--- src/stc_pkg.sv ---
// package: register map, fields and constants of the sixteen-bit timer/counter
package stc_pkg;
  // offsets printed as register indices; byte address is index times four
  localparam logic [7:0] IDX_INTCTL = 8'h0B;
  localparam logic [7:0] IDX_FLAGS = 8'h0C;
  localparam logic [7:0] IDX_CNT_LO = 8'h0E;
  localparam logic [7:0] IDX_CNT_HI = 8'h0F;
  localparam logic [7:0] IDX_CTRL = 8'h10;
  localparam logic [7:0] IDX_ENABLES = 8'h8C;
  localparam logic [7:0] IDX_PORTB = 8'h06;
  localparam logic [7:0] IDX_PORTB_DIR = 8'h86;
  // control, flag and interrupt control field positions
  localparam int CTRL_RUN = 0;
  localparam int CTRL_CS = 1;
  localparam int CTRL_NOSYNC = 2;
  localparam int CTRL_OSCEN = 3;
  localparam int CTRL_PS_LO = 4;
  localparam int FLAG_OVF = 0;
  localparam int INTCTL_GIE = 7;
  localparam int INTCTL_PEIE = 6;
  // reset values, control write mask and count maximum
  localparam logic [7:0] CTRL_RST = 8'h00;
  localparam logic [7:0] CTRL_MASK = 8'h3F;
  localparam logic [7:0] FLAGS_RST = 8'h00;
  localparam logic [7:0] ENABLES_RST = 8'h00;
  localparam logic [7:0] INTCTL_RST = 8'h00;
  localparam logic [7:0] DIR_RST = 8'hFF;
  localparam logic [15:0] CNT_RST = 16'h0000;
  localparam logic [15:0] CNT_MAX = 16'hFFFF;
  // internal clock: one count per instruction cycle of four clocks
  localparam int CLK_NS = 100;
  localparam int INSTR_NS = 400;
  localparam logic [1:0] INSTR_DIV_LAST = 2'(INSTR_NS / CLK_NS - 1);
  typedef enum logic [1:0] {
    STC_TIMER = 2'b00,
    STC_SYNC_CNT = 2'b01,
    STC_ASYNC_CNT = 2'b10
  } stc_mode_t;
  function automatic stc_mode_t stc_mode(input logic [7:0] ctrl);
    if (!ctrl[CTRL_CS]) begin
      return STC_TIMER;
    end else if (ctrl[CTRL_NOSYNC]) begin
      return STC_ASYNC_CNT;
    end
    return STC_SYNC_CNT;
  endfunction
endpackage

--- src/stc_tick_if.sv ---
// interface: tick source to counter core
`timescale 1ns/1ns
interface stc_tick_if;
  logic tick;
  logic [1:0] ps_code;
  logic clr;
  modport src (output tick, input ps_code, input clr);
  modport dst (input tick, output ps_code, output clr);
endinterface

--- src/stc_prescaler.sv ---
// prescaler: divides incoming edges by 1, 2, 4 or 8
`timescale 1ns/1ns
module stc_prescaler
  import stc_pkg::*;
(
  input wire logic i_clk,
  input wire logic i_rstn,
  input wire logic i_edge,
  stc_tick_if.src tk
);
  logic [2:0] div;
  logic [2:0] next_div;
  logic hit;
  always_comb begin
    next_div = div + 3'h1;
    case (tk.ps_code)
      2'b11: hit = (div == 3'h7);
      2'b10: hit = (div[1:0] == 2'h3);
      2'b01: hit = div[0];
      default: hit = 1'b1;
    endcase
  end
  always_ff @(posedge i_clk or negedge i_rstn) begin
    if (!i_rstn) begin
      div <= 3'h0;
    end else if (tk.clr) begin
      div <= 3'h0;
    end else if (i_edge) begin
      div <= next_div;
    end
  end
  assign tk.tick = i_edge & hit;
endmodule // stc_prescaler

--- src/stc_timer.sv ---
// top: sixteen-bit timer/counter with APB register access
// Overview of operation
// - sixteen-bit count, two bytes, wraps to zero
// - wrap sets flag; interrupt only when enabled
// - source clear counts instruction cycles, sync ignored
// - source set counts external rising edges
// - prescale codes 11/10/01 divide by 8/4/2
// - sync bit clear synchronises external input
// - unsynchronised mode counts and wakes in sleep
// - unsynchronised mode offers no capture timebase
// - byte reads valid during unsynchronised counting
// - oscillator enable gates crystal inverter
// - enabled oscillator forces pin 6 input; pins 6 and 7 read zero
// - oscillator keeps running during sleep
// - special event trigger clears the count
// - source and sync bits pick mode
`timescale 1ns/1ns
module stc_timer
  import stc_pkg::*;
(
  input wire logic i_clk,
  input wire logic i_rstn,
  input wire logic i_psel,
  input wire logic i_penable,
  input wire logic i_pwrite,
  input wire logic [11:0] i_paddr,
  input wire logic [31:0] i_pwdata,
  output logic [31:0] o_prdata,
  output logic o_pready,
  output logic o_pslverr,
  input wire logic i_ext_clk,
  input wire logic i_sleep,
  input wire logic i_special_event,
  input wire logic [7:0] i_portb_pins,
  output logic o_irq,
  output logic o_wake,
  output logic o_osc_enable,
  output logic o_pin6_oe_block,
  output logic o_capture_timebase_valid,
  output logic [15:0] o_capture_timebase
);
  // ----------------------------------------
  // registers
  // ----------------------------------------
  logic [7:0] ctrl;
  logic [7:0] flags;
  logic [7:0] enables;
  logic [7:0] intctl;
  logic [7:0] portb_dir;
  logic [15:0] count;
  logic ext_s1;
  logic ext_s2;
  logic ext_prev;
  logic [1:0] instr_div;
  logic raw_edge;
  logic wrap;
  stc_mode_t mode;
  stc_tick_if tk ();

  function automatic logic [7:0] idx_of(input logic [11:0] addr);
    return addr[9:2];
  endfunction

  // ----------------------------------------
  // apb decode
  // ----------------------------------------
  logic access;
  logic wr;
  logic [7:0] idx;
  logic mapped;
  assign access = i_psel & i_penable;
  assign wr = access & i_pwrite;
  assign idx = idx_of(i_paddr);
  always_comb begin
    case (idx)
      IDX_INTCTL, IDX_FLAGS, IDX_CNT_LO, IDX_CNT_HI, IDX_CTRL, IDX_ENABLES,
      IDX_PORTB, IDX_PORTB_DIR: mapped = (i_paddr[1:0] == 2'b00) & ~i_paddr[10] & ~i_paddr[11];
      default: mapped = 1'b0;
    endcase
  end

  // ----------------------------------------
  // clock source selection
  // ----------------------------------------
  assign mode = stc_mode(ctrl);
  // three flops; the second and the third feed the edge detector
  always_ff @(posedge i_clk or negedge i_rstn) begin
    if (!i_rstn) begin
      ext_s1 <= 1'b0;
      ext_s2 <= 1'b0;
      ext_prev <= 1'b0;
    end else begin
      ext_s1 <= i_ext_clk;
      ext_s2 <= ext_s1;
      ext_prev <= ext_s2;
    end
  end
  always_ff @(posedge i_clk or negedge i_rstn) begin
    if (!i_rstn) begin
      instr_div <= 2'h0;
    end else begin
      instr_div <= (instr_div == INSTR_DIV_LAST) ? 2'h0 : instr_div + 2'h1;
    end
  end
  // both counter modes see the synchronised edge; the unsynchronised mode differs in running through
  // sleep and in withholding the capture timebase, since this model has one clock and reads stay coherent
  always_comb begin
    if (!ctrl[CTRL_RUN]) begin
      raw_edge = 1'b0;
    end else begin
      case (mode)
        STC_TIMER: raw_edge = ~i_sleep & (instr_div == INSTR_DIV_LAST);
        STC_SYNC_CNT: raw_edge = ~i_sleep & ext_s2 & ~ext_prev;
        STC_ASYNC_CNT: raw_edge = ext_s2 & ~ext_prev;
        default: raw_edge = 1'b0;
      endcase
    end
  end
  assign tk.ps_code = ctrl[CTRL_PS_LO +: 2];
  assign tk.clr = wr & mapped & (idx == IDX_CNT_LO || idx == IDX_CNT_HI || idx == IDX_CTRL);
  stc_prescaler u_ps (
    .i_clk(i_clk),
    .i_rstn(i_rstn),
    .i_edge(raw_edge),
    .tk(tk)
  );

  // ----------------------------------------
  // counter
  // ----------------------------------------
  assign wrap = tk.tick & (count == CNT_MAX);
  always_ff @(posedge i_clk or negedge i_rstn) begin
    if (!i_rstn) begin
      count <= CNT_RST;
    end else if (i_special_event) begin
      count <= CNT_RST;
    end else if (wr & mapped & (idx == IDX_CNT_LO)) begin
      count[7:0] <= i_pwdata[7:0];
    end else if (wr & mapped & (idx == IDX_CNT_HI)) begin
      count[15:8] <= i_pwdata[7:0];
    end else if (tk.tick) begin
      count <= count + 16'h0001;
    end
  end
  // set wins over a software clear in the same cycle
  always_ff @(posedge i_clk or negedge i_rstn) begin
    if (!i_rstn) begin
      flags <= FLAGS_RST;
    end else begin
      if (wr & mapped & (idx == IDX_FLAGS)) begin
        flags <= i_pwdata[7:0];
      end
      if (wrap) begin
        flags[FLAG_OVF] <= 1'b1;
      end
    end
  end

  // ----------------------------------------
  // control registers
  // ----------------------------------------
  always_ff @(posedge i_clk or negedge i_rstn) begin
    if (!i_rstn) begin
      ctrl <= CTRL_RST;
      enables <= ENABLES_RST;
      intctl <= INTCTL_RST;
      portb_dir <= DIR_RST;
    end else if (wr & mapped) begin
      case (idx)
        IDX_CTRL: ctrl <= i_pwdata[7:0] & CTRL_MASK;
        IDX_ENABLES: enables <= i_pwdata[7:0];
        IDX_INTCTL: intctl <= i_pwdata[7:0];
        IDX_PORTB_DIR: portb_dir <= i_pwdata[7:0];
        default: ctrl <= ctrl;
      endcase
    end
  end

  // ----------------------------------------
  // apb answer: zero wait states
  // ----------------------------------------
  logic [7:0] rd_byte;
  always_comb begin
    case (idx)
      IDX_INTCTL: rd_byte = intctl;
      IDX_FLAGS: rd_byte = flags;
      IDX_CNT_LO: rd_byte = count[7:0];
      IDX_CNT_HI: rd_byte = count[15:8];
      IDX_CTRL: rd_byte = ctrl;
      IDX_ENABLES: rd_byte = enables;
      IDX_PORTB: rd_byte = ctrl[CTRL_OSCEN] ? {2'b00, i_portb_pins[5:0]} : i_portb_pins;
      IDX_PORTB_DIR: rd_byte = portb_dir;
      default: rd_byte = 8'h00;
    endcase
  end
  always_ff @(posedge i_clk or negedge i_rstn) begin
    if (!i_rstn) begin
      o_prdata <= 32'h00000000;
      o_pready <= 1'b0;
      o_pslverr <= 1'b0;
    end else begin
      o_pready <= i_psel & ~i_penable;
      o_pslverr <= i_psel & ~i_penable & ~mapped;
      o_prdata <= (i_psel & ~i_penable & ~i_pwrite & mapped) ? {24'h000000, rd_byte} : 32'h0;
    end
  end

  // ----------------------------------------
  // outputs
  // ----------------------------------------
  logic irq_next;
  assign irq_next = flags[FLAG_OVF] & enables[FLAG_OVF];
  always_ff @(posedge i_clk or negedge i_rstn) begin
    if (!i_rstn) begin
      o_irq <= 1'b0;
      o_wake <= 1'b0;
      o_osc_enable <= 1'b0;
      o_pin6_oe_block <= 1'b0;
      o_capture_timebase_valid <= 1'b0;
      o_capture_timebase <= 16'h0000;
    end else begin
      o_irq <= irq_next & intctl[INTCTL_GIE] & intctl[INTCTL_PEIE];
      o_wake <= irq_next & intctl[INTCTL_PEIE] & i_sleep;
      o_osc_enable <= ctrl[CTRL_OSCEN];
      o_pin6_oe_block <= ctrl[CTRL_OSCEN];
      o_capture_timebase_valid <= (mode != STC_ASYNC_CNT);
      o_capture_timebase <= (mode != STC_ASYNC_CNT) ? count : 16'h0000;
    end
  end

  // ----------------------------------------
  // checks
  // ----------------------------------------
  property p_wrap_sets_flag;
    @(posedge i_clk) disable iff (!i_rstn) wrap |=> flags[FLAG_OVF];
  endproperty
  a_wrap_sets_flag: assert property (p_wrap_sets_flag) else $error("flag not set on wrap");
  property p_tick_inc;
    @(posedge i_clk) disable iff (!i_rstn)
      tk.tick & ~i_special_event & ~tk.clr |=> count == $past(count) + 16'h0001;
  endproperty
  a_tick_inc: assert property (p_tick_inc) else $error("count did not advance");
  property p_stopped;
    @(posedge i_clk) disable iff (!i_rstn) ~ctrl[CTRL_RUN] & ~wr & ~i_special_event
      |=> count == $past(count);
  endproperty
  a_stopped: assert property (p_stopped) else $error("count moved while stopped");
  property p_special;
    @(posedge i_clk) disable iff (!i_rstn) i_special_event |=> count == 16'h0000;
  endproperty
  a_special: assert property (p_special) else $error("special event did not clear");
  property p_div8;
    @(posedge i_clk) disable iff (!i_rstn)
      tk.tick & (tk.ps_code == 2'b11) & ~tk.clr |=> ~tk.tick [*1];
  endproperty
  a_div8: assert property (p_div8) else $error("prescale tick too soon");
  property p_timer_rate;
    @(posedge i_clk) disable iff (!i_rstn)
      (mode == STC_TIMER) & raw_edge |=> ~raw_edge ##1 ~raw_edge ##1 ~raw_edge;
  endproperty
  a_timer_rate: assert property (p_timer_rate) else $error("timer rate wrong");
  property p_irq_gate;
    @(posedge i_clk) disable iff (!i_rstn) o_irq |-> $past(enables[FLAG_OVF]);
  endproperty
  a_irq_gate: assert property (p_irq_gate) else $error("irq without enable");
  property p_sticky;
    @(posedge i_clk) disable iff (!i_rstn)
      flags[FLAG_OVF] & ~(wr & mapped & (idx == IDX_FLAGS)) |=> flags[FLAG_OVF];
  endproperty
  a_sticky: assert property (p_sticky) else $error("flag dropped");
  property p_async_base;
    @(posedge i_clk) disable iff (!i_rstn)
      mode == STC_ASYNC_CNT |=> ~o_capture_timebase_valid;
  endproperty
  a_async_base: assert property (p_async_base) else $error("timebase offered async");
  property p_sleep_count;
    @(posedge i_clk) disable iff (!i_rstn)
      i_sleep & (mode != STC_ASYNC_CNT) |-> ~raw_edge;
  endproperty
  a_sleep_count: assert property (p_sleep_count) else $error("counted in sleep");
  property p_osc_pins;
    @(posedge i_clk) disable iff (!i_rstn)
      ctrl[CTRL_OSCEN] |=> o_pin6_oe_block & o_osc_enable;
  endproperty
  a_osc_pins: assert property (p_osc_pins) else $error("pins not forced input");
  property p_irq_raise;
    @(posedge i_clk) disable iff (!i_rstn)
      irq_next & intctl[INTCTL_GIE] & intctl[INTCTL_PEIE] |=> o_irq;
  endproperty
  a_irq_raise: assert property (p_irq_raise) else $error("irq not raised");
  property p_div1;
    @(posedge i_clk) disable iff (!i_rstn)
      raw_edge & (tk.ps_code == 2'b00) |-> tk.tick;
  endproperty
  a_div1: assert property (p_div1) else $error("undivided edge lost");
  c_div8_tick: cover property (@(posedge i_clk) disable iff (!i_rstn)
    tk.tick & (tk.ps_code == 2'b11));
  c_wrap: cover property (@(posedge i_clk) disable iff (!i_rstn) wrap);
  c_async_sleep: cover property (@(posedge i_clk) disable iff (!i_rstn)
    i_sleep & tk.tick);
  c_irq: cover property (@(posedge i_clk) disable iff (!i_rstn) o_irq);
endmodule // stc_timer

--- config.mk ---
export PLATFORM = sky130hd
export DESIGN_NAME = stc_timer
export DESIGN_NICKNAME = d
export VERILOG_FILES = /design/src/stc_pkg.sv /design/src/stc_tick_if.sv /design/src/stc_prescaler.sv /design/src/stc_timer.sv
export SDC_FILE = /design/constraint.sdc
export NUM_CORES = 1
export LEC_CHECK = 0
export BUFFER_PORTS_ARGS = -buffer_cell sky130_fd_sc_hd__buf_4
export CAP_MARGIN = 20
export CORE_MARGIN = 2
export CORE_UTILIZATION = 48
export CTS_CLUSTER_DIAMETER = 50
export DETAILED_ROUTE_END_ITERATION = 6
export GPL_TIMING_DRIVEN = 0
export PLACE_DENSITY_LB_ADDON = 0.25
export SLEW_MARGIN = 20
export SYNTH_ARGS = -nofsm -noshare
export SYNTH_HDL_FRONTEND = slang
export SYNTH_SLANG_ARGS = --single-unit
--- constraint.sdc ---
create_clock -name i_clk -period 2.2 [get_ports i_clk]
set_clock_uncertainty 0.2 [all_clocks]
set_input_delay 0.11 -clock i_clk [delete_from_list [all_inputs] [get_ports i_clk]]
set_output_delay 0.11 -clock i_clk [all_outputs]
set_load 0.02 [all_outputs]
==> metrics, run 1 <==
hold endpoint count[11]; RR Endpoint count[14]; routed vias 3818; post-detailed-route count of antenna-violating nets 0; # setup viols final 1; combinational share of power 8.7%; first-pass GRT wire length 18700 µm; max-slew violations 0; worst-margin pin slew 0.690 ns; Die X 102 µm; Synth async-reset ratio 100%; min Tclk post-route 2.22 ns; Cell variety after synth 54; CTS buffer count 9; Post-Synthesis Cell Area 4630 µm²; top-area cell type share of the netlist area 45.4%; pre-CTS WS -0.446 ns; net count reported at finish 612; clock transition at the registers of the reported paths 0.09 ns; Max VDD drop 0.507 mV; final core utilization 64.6%; drt via density 5.60; synth top area cells dfrtp_1, mux2_2, dfstp_2; vias in the first global route 3562; Worst Path Max Fanout 5; row count 35; Max-Cap Viols 0; cell count after synthesis 428; remaining global-route overflow 0; ANT cells 0; Slew HR 53.6%; clock latency on the worst-skew pair 0.37 ns; leakage power 2.84 nW; share of cells above drive strength 1 35.4%; synth warn 0; switching share of total power 24.3%; I/O pin count 115; Initial Utilization 49.9%; DRC 0; worst min path class input port to register; Pint 0.00240 W; wirelength, routed 12000 µm; worst r2r src u_ps.div[0]; Seq/Total Area, Yosys 49.9%; # H-tree levels 3; fmax 451 MHz; Post-synth EDFFs 0; detailed placement HPWL 8490 µm; Hold Crit Depth 2; Hold Vio Cnt, Final 0; RSZ-0062 raised after global routing yes; dominant synthesized flop cell dfrtp_1; post-route setup slack -0.0186 ns; fin cells 682; pin count of the biggest net entering global routing 60; sw power 0.000771 W; initial antenna violation count 0; crit end category register; Flop pwr share 53.5%; Mapped Avg Cell Area 10.8 µm²; Final period util 101%; Power Density 529 nW/µm²; outcome finished, violations left; crit path kind register to register; Clock Root Buffer clkbuf_8; register bit total from synthesis 92; R2R depth 10; Data arrival, critical path 2.28 ns; # port buffers 62; failing checks setup timing; required time of the critical path 2.26 ns; DRT iter0 DRCs 264; hold path start i_special_event; placed insts 643; CTS tree done; die area 10500 µm²; Die Ht 102 µm; Synth area leader dfrtp_1; area grow syn2layout 29.4%; drt pass-1 iters 5; routability congestion estimate from global placement 0.906; crit path launch type register; clock share of power 37.8%; DR WL/cell 17.6 µm; CORE AREA 9280 µm²; Reg2Reg Setup Slack -0.02 ns; total global-route track usage 23.8%; Max Root-Sink Buffers 2; CTS sink cnt 92
==> timing repair <==
action	CTS	global route
hold buffers	15	0
pin swaps	4	12
gates cloned	0	1
buffers inserted	2	12
hold endpoints to repair	145	0
resized for setup	10	18
endpoints found under the setup margin	19	39
==> power by group through the flow <==
stage               sequential (W)  clock [W]  combinational, W
CTS                        0.00170    0.00121          0.000269
finish                     0.00170    0.00120          0.000275
global route               0.00170    0.00128          0.000299
floorplan                  0.00173          0          0.000121
detailed placement         0.00173          0          0.000247
global placement           0.00173          0          0.000238
==> critical path, cell delays in order (launching register included) <==
cell       delay, ns
dfrtp_1         0.42
ha_4            0.19
ha_4            0.15
mux2i_1         0.17
a22oi_2         0.12
nor2b_4         0.15
buf_4           0.14
clkbuf_16       0.14
nand3_1         0.10
o22ai_1         0.09
a211oi_1        0.25
==> synthesized netlist by cell type (all sizes together) (3+ instances only) <==
library cell	n
dfrtp	84
dfstp	8
and2	23
nand2	26
mux2	40
and4	5
a21oi	25
a31oi	7
inv	4
a22oi	11
nor4	3
xor2	6
a211oi	11
mux2i	11
buf	32
nor2	30
o21ai	6
and3	7
nand4	10
ha	4
or4	5
nor3	8
a32oi	4
clkbuf	19
nand3	7
==> cells in the final DEF, fill, tap and decap left out, types with 3 or more instances in the layout <==
cell type and instances:
nand3_1 6, nor2_1 30, a22oi_1 10, a31oi_1 7
or4_4 3, a211oi_1 9, clkbuf_8 12, buf_6 3
a32oi_1 4, and2_1 20, xor2_1 6, mux2_2 40
dfrtp_1 83, mux2i_1 11, inv_1 4, and4_1 5
and3_1 7, nand4_1 10, buf_4 98, o21ai_0 5
dfstp_2 8, nor3_1 8, clkbuf_1 13, dlygate4sd3_1 15
nand2_1 24, a21oi_1 23, conb_1 24
==> per-layer routing <==
layer  global-route usage [%]  up-vias  part of all wire (%)
met5                        0        -                     0
met4                     7.90        0                   2.2
met3                     4.04       23                   5.7
met2                     40.3      158                    52
met1                     31.1     1896                    40
li1                         -     1741                     -
==> cell type report <==
cell class              instances  area, µm²
plain buffers                  44        299
clock buffers                  11        151
clock inverters                 5       58.8
fillers                       774       3290
inverters                       4       15.0
multi-input cells             304       2200
flip-flops and latches         92       2310
well taps                     129        161
repair buffers                 93        793
==> metrics by stage <==
stage               setup TNS [ns]  power, W  area, µm²  hold slack [ns]
CTS                        -0.0294   0.00318       5800           0.0105
detailed placement          -16.14   0.00198       5410           -0.115
floorplan                    -1.71   0.00185       4750           -0.386
global placement            -15.23   0.00197       5380           0.0198
finish                     -0.0186   0.00317       6000           0.0329
global route                -0.866   0.00328       6000           0.0594
==> flip-flops by register name, summed over array words and instances, names as in the netlist, 2 cells and up <==
signal,cells
portb_dir,8
ctrl,6
count,16
flags,8
instr_div,2
o_prdata,8
u_ps.div,3
intctl,8
enables,8
o_capture_timebase,16
==> worst max-delay path by stage <==
stage | startpoint | to | slack, ns
3_5_place_dp | i_paddr[1] | count[3] | -0.45
5_1_grt | u_ps.div[0] | count[8] | -0.15
4_1_cts | u_ps.div[0] | count[8] | -0.02
6_report | u_ps.div[0] | count[14] | -0.02
3_3_place_gp | i_paddr[1] | count[3] | -0.43
2_1_floorplan | i_paddr[1] | count[3] | -0.22
==> kinds of logic after synthesis <==
logic type,count (synthesis),synth area share (%)
simple gates,140,17.0
flops,92,49.9
compound gates,78,11.4
buf+inv,55,7.13
mux,51,12.1
xor+xnor,7,1.32
fa+ha+maj,4,1.08
other cells,1,0.0809
Power figures use the tool's default switching activity.
==> run 2, diff against run 1 <==
--- a/config.mk
+++ b/config.mk
@@ -12,7 +12,7 @@
 export CTS_CLUSTER_DIAMETER = 50
 export DETAILED_ROUTE_END_ITERATION = 6
 export GPL_TIMING_DRIVEN = 0
-export PLACE_DENSITY_LB_ADDON = 0.25
+export PLACE_DENSITY = 0.75
 export SLEW_MARGIN = 20
 export SYNTH_ARGS = -nofsm -noshare
 export SYNTH_HDL_FRONTEND = slang
==> metrics, run 2 (synthesis results as in run 1) <==
outcome finished, violations left; failing checks setup timing; ANT cells 0 (unchanged); die area 10500 µm² (unchanged); # setup viols final 2 (+1); CORE AREA 9280 µm² (unchanged); final instance area 5860 µm² (-2.2%); hold path start i_paddr[11]; first-pass GRT wire length 18300 µm (-2.2%); fill count 753 (-2.7%); RR Endpoint count[8]; pin count of the biggest net entering global routing 93 (+55%); worst-margin pin slew 0.816 ns (+0.126 ns); net count reported at finish 604 (-1.3%); remaining global-route overflow 0 (unchanged); leakage power 2.77 nW (-2.4%); Hold Vio Cnt, Final 0 (unchanged); detailed placement HPWL 8330 µm (-2.0%); drt via density 5.53 (-1.2%); Reg2Reg Setup Slack -0.04 ns (-0.02 ns); Worst Path Max Fanout 7 (+2); routability congestion estimate from global placement 0.877 (-3.3%); Initial Utilization 49.9% (unchanged); largest registers count (16), o_capture_timebase (16); Hold Crit Depth 5 (+3); Multi-input gate area 2190 µm² (-0.74%); commonest non-fill, non-tap cells in the layout buf_4, dfrtp_1, mux2_2; hold endpoint o_pslverr; clock latency on the worst-skew pair 0.36 ns (about the same); post-detailed-route count of antenna-violating nets 0 (unchanged); Die Ht 102 µm (unchanged); wirelength, routed 11800 µm (-1.7%); share of cells above drive strength 1 34.3% (-1.1 points); setup TNS -0.0576 ns (-0.0391 ns); CTS tree done; most common cell after layout, fill and taps aside buf_4; worst r2r src u_ps.div[1]; Die X 102 µm (unchanged); Clock Root Buffer clkbuf_8; DR WL/cell 17.6 µm (-0.51%); Max VDD drop 0.576 mV (+13%); I/O pin count 115 (unchanged); CTS buffer count 9 (unchanged); DRT iter0 DRCs 272 (+3.0%); clock transition at the registers of the reported paths 0.09 ns (about the same); worst min path class input port to register; vias in the first global route 3554 (-0.22%); area grow syn2layout 26.5%; routed vias 3728 (-2.4%); required time of the critical path 2.29 ns (+0.03 ns); total global-route track usage 22.9% (-0.83 points); sequential cell area 2310 µm² (unchanged); crit path kind register to register; drt pass-1 iters 5 (unchanged); Max Root-Sink Buffers 2 (unchanged); DRC 0 (unchanged); post-route setup slack -0.0418 ns (-0.0232 ns); min Tclk post-route 2.24 ns (+0.0232 ns); RSZ-0062 raised after global routing yes; # port buffers 62 (unchanged); row count 35 (unchanged); R2R depth 9 (-1); Area after DPL 5380 µm² (-0.51%); CTS sink cnt 92 (unchanged); Min Hold Slack 0.0291 ns (-0.00386 ns); Slew HR 45.6% (-8.0 points); fmax 446 MHz (-1.0%); initial antenna violation count 0 (unchanged); # H-tree levels 3 (unchanged); Final period util 102% (+1.1 points); crit end category register; Data arrival, critical path 2.33 ns (+0.05 ns); max-slew violations 0 (unchanged); Max-Cap Viols 0 (unchanged); crit path launch type register; Power Density 528 nW/µm² (-0.12%)
[run 2: changes by cell type in the layout (fill, tap and decap cells not counted), sizes merged]
| cell | before | now |
|---|---|---|
| buf | 107 | 102 |
| clkbuf | 26 | 24 |
| clkinv | 1 | 3 |
| clkinvlp | 2 | 0 |
| inv | 5 | 4 |
[run 2: repair_timing]
action                                  CTS  global route
endpoints found under the setup margin   21            33
cloned                                    0             0
hold buffers                             15             0
pin swaps                                 4             7
resized for setup                         8            16
endpoints found under the hold margin   142             0
setup buffers                             2             8
[run 2: critical path: stages, from the launching register on]
cell and delay, ns:
dfrtp_1 0.37, ha_2 0.22, ha_4 0.14, mux2i_2 0.08, a22oi_2 0.24, nor2b_4 0.20
buf_8 0.12, nand4_1 0.11, or3_1 0.34, a31oi_1 0.16
[run 2: metrics by stage]
step	std cells	power, W	worst slack [ns]	utilization, %
2_1_floorplan	451	0.00185	-0.217	-
3_3_place_gp	642	0.00197	-0.404	57.9
3_5_place_dp	642	0.00197	-0.435	57.9
4_1_cts	673	0.00311	0.00333	62.0
5_1_grt	674	0.00321	-0.172	63.1
6_report	674	0.00310	-0.0418	63.1
[run 2: area by class of cell]
cell class              count  area share [%]
clock inverters             4           0.832
repair buffers             87            11.8
inverters                   4           0.256
clock buffers              12            2.48
flip-flops and latches     92            39.5
multi-input cells         304            37.3
well taps                 129            2.75
plain buffers              42            5.06
[run 2: worst max path at each step]
| stage | startpoint | endpoint | slack, ns | cells past startpoint |
|---|---|---|---|---|
| after floorplan | i_paddr[1] | count[3] | -0.22 | 8 |
| after global placement | i_paddr[1] | count[3] | -0.40 | 9 |
| after detailed placement | i_paddr[1] | count[5] | -0.44 | 10 |
| after CTS | instr_div[0] | count[5] | 0.003 | 8 |
| after global routing | u_ps.div[1] | count[8] | -0.17 | 9 |
| final | u_ps.div[1] | count[8] | -0.04 | 9 |
[run 2: power breakdown]
part           internal [W]  total [W]  leakage (nW)  switching [W]
logic              0.000108   0.000267          1.43       0.000158
clock network      0.000556    0.00113         0.100       0.000576
registers           0.00170    0.00170          1.24     0.00000200
[run 2: routing by layer]
layer	vias up	GRT usage (%)	wire length [µm]
met5	-	0	0
met4	0	7.18	250
met3	21	4.45	714
met2	136	38.2	6080
met1	1834	30.5	4780
li1	1737	-	-
==> run 3, diff against run 2 <==
--- a/config.mk
+++ b/config.mk
@@ -7,6 +7,7 @@
 export LEC_CHECK = 0
 export BUFFER_PORTS_ARGS = -buffer_cell sky130_fd_sc_hd__buf_4
 export CAP_MARGIN = 20
+export CORE_ASPECT_RATIO = 0.8
 export CORE_MARGIN = 2
 export CORE_UTILIZATION = 48
 export CTS_CLUSTER_DIAMETER = 50
==> metrics, run 3 (synthesis results as in run 1) <==
outcome finished, violations left; failing checks setup timing; Clock Root Buffer clkbuf_16; CTS tree done; commonest non-fill, non-tap cells in the layout buf_4, dfrtp_1, mux2_2; final instance area 5990 µm² (+2.2%); vias in the first global route 3588 (+0.96%); CORE AREA 9530 µm² (+2.6%); largest registers count (16), o_capture_timebase (16); clock transition at the registers of the reported paths 0.06 ns (-0.03 ns); CTS sink cnt 92 (unchanged); Min Hold Slack 0.0677 ns (+0.0386 ns); ANT cells 0 (unchanged); DRC 0 (unchanged); most common cell after layout, fill and taps aside buf_4; Max-Cap Viols 0 (unchanged); row count 32 (-8.6%); worst min path class input port to register; worst-margin pin slew 0.796 ns (-0.0204 ns); CTS buffer count 9 (unchanged); Final period util 102% (+0.28 points); I/O pin count 115 (unchanged); die area 10500 µm² (about the same); crit end category register; Die X 114 µm (+11%); Worst Path Max Fanout 5 (-2); required time of the critical path 2.26 ns (-0.03 ns); drt pass-1 iters 5 (unchanged); crit path launch type register; RSZ-0062 raised after global routing yes; pin count of the biggest net entering global routing 93 (unchanged); DR WL/cell 18.3 µm (+4.3%); initial antenna violation count 0 (unchanged); Area after DPL 5370 µm² (-0.23%); detailed placement HPWL 8430 µm (+1.3%); total power 0.00356 W (+15%); pre-CTS WS -0.489 ns (-0.0544 ns); remaining global-route overflow 0 (unchanged); Initial Utilization 48.6% (-1.3 points); routability congestion estimate from global placement 0.908 (+3.6%); # H-tree levels 3 (unchanged); clock latency on the worst-skew pair 0.34 ns (-0.02 ns); Hold Vio Cnt, Final 0 (unchanged); net count reported at finish 604 (unchanged); total global-route track usage 23.8% (+0.86 points); Power Density 595 nW/µm² (+13%); crit path kind register to register; Die Ht 91.9 µm (-10%); drt via density 5.66 (+2.3%); area grow syn2layout 29.3%; # port buffers 62 (unchanged); share of cells above drive strength 1 34.9% (+0.55 points); Data arrival, critical path 2.31 ns (-0.02 ns); leakage power 2.82 nW (+1.9%); Max VDD drop 0.328 mV (-43%); DRT iter0 DRCs 284 (+4.4%); fmax 445 MHz (-0.28%); Slew HR 47.0% (+1.4 points); # setup viols final 5 (+3); first-pass GRT wire length 19000 µm (+3.9%); max-slew violations 0 (unchanged); routed vias 3756 (+0.75%); post-detailed-route count of antenna-violating nets 0 (unchanged); min Tclk post-route 2.25 ns (+0.00622 ns); Max Root-Sink Buffers 2 (unchanged); post-route setup slack -0.0480 ns (-0.00622 ns); wirelength, routed 12200 µm (+2.8%); setup TNS -0.0861 ns (-0.0285 ns)
## run 3: area by class of cell
type                       instances  area [µm²]
clock buffer                      14         244
fill                             787        3540
tap                              119         149
timing repair buffer              87         712
buffer                            42         290
multi-input combinational        304        2210
inverter                           4        15.0
clock inverter                     2        60.1
sequential                        92        2310
## run 3: report_power, final
group | total (W) | internal [W] | switching [W]
clock network | 0.00159 | 0.000997 | 0.000597
logic | 0.000269 | 0.000109 | 0.000160
registers | 0.00170 | 0.00170 | 0.00000201
## run 3: worst paths after layout
check                                start  slack, ns  cells after the start                        to
max                            u_ps.div[1]      -0.05                      9                  count[8]
min                        i_special_event       0.07                      2                  count[9]
max reg2reg                    u_ps.div[1]      -0.05                      9                  count[8]
min reg2reg                         ext_s1       0.16                      0                    ext_s2
max in group asynchronous           i_rstn       1.01                      2                   ctrl[1]
min in group asynchronous           i_rstn       0.22                      2  o_capture_timebase_valid
## run 3: worst max-delay path: stages (launching register included)
cell     delay, ns
dfrtp_1       0.39
ha_4          0.17
ha_4          0.12
mux2i_2       0.08
a22oi_2       0.23
nor2b_4       0.20
buf_8         0.11
nand4_1       0.12
or3_1         0.38
a31oi_1       0.17
## run 3: what timing repair did
| item | 4_1_cts | 5_1_grt |
|---|---|---|
| hold endpoints to repair | 139 | 0 |
| hold buffers | 16 | 0 |
| setup buffers | 2 | 6 |
| resized for setup | 12 | 21 |
| pin swaps | 5 | 13 |
| cloned | 0 | 1 |
| setup endpoints to repair | 31 | 44 |
## run 3: routing by layer
layer	part of all wire, %	vias to the layer above	global-route usage [%]
li1	-	1735	-
met2	46	150	35.7
met4	1.6	0	7.42
met3	6.9	17	5.68
met5	0	-	0
met1	45	1854	34.3
## run 3: through the flow
stage | cells | util (%)
5_1_grt | 664 | 62.9
6_report | 664 | 62.9
3_5_place_dp | 632 | 56.3
2_1_floorplan | 451 | -
3_3_place_gp | 632 | 56.3
4_1_cts | 662 | 61.5
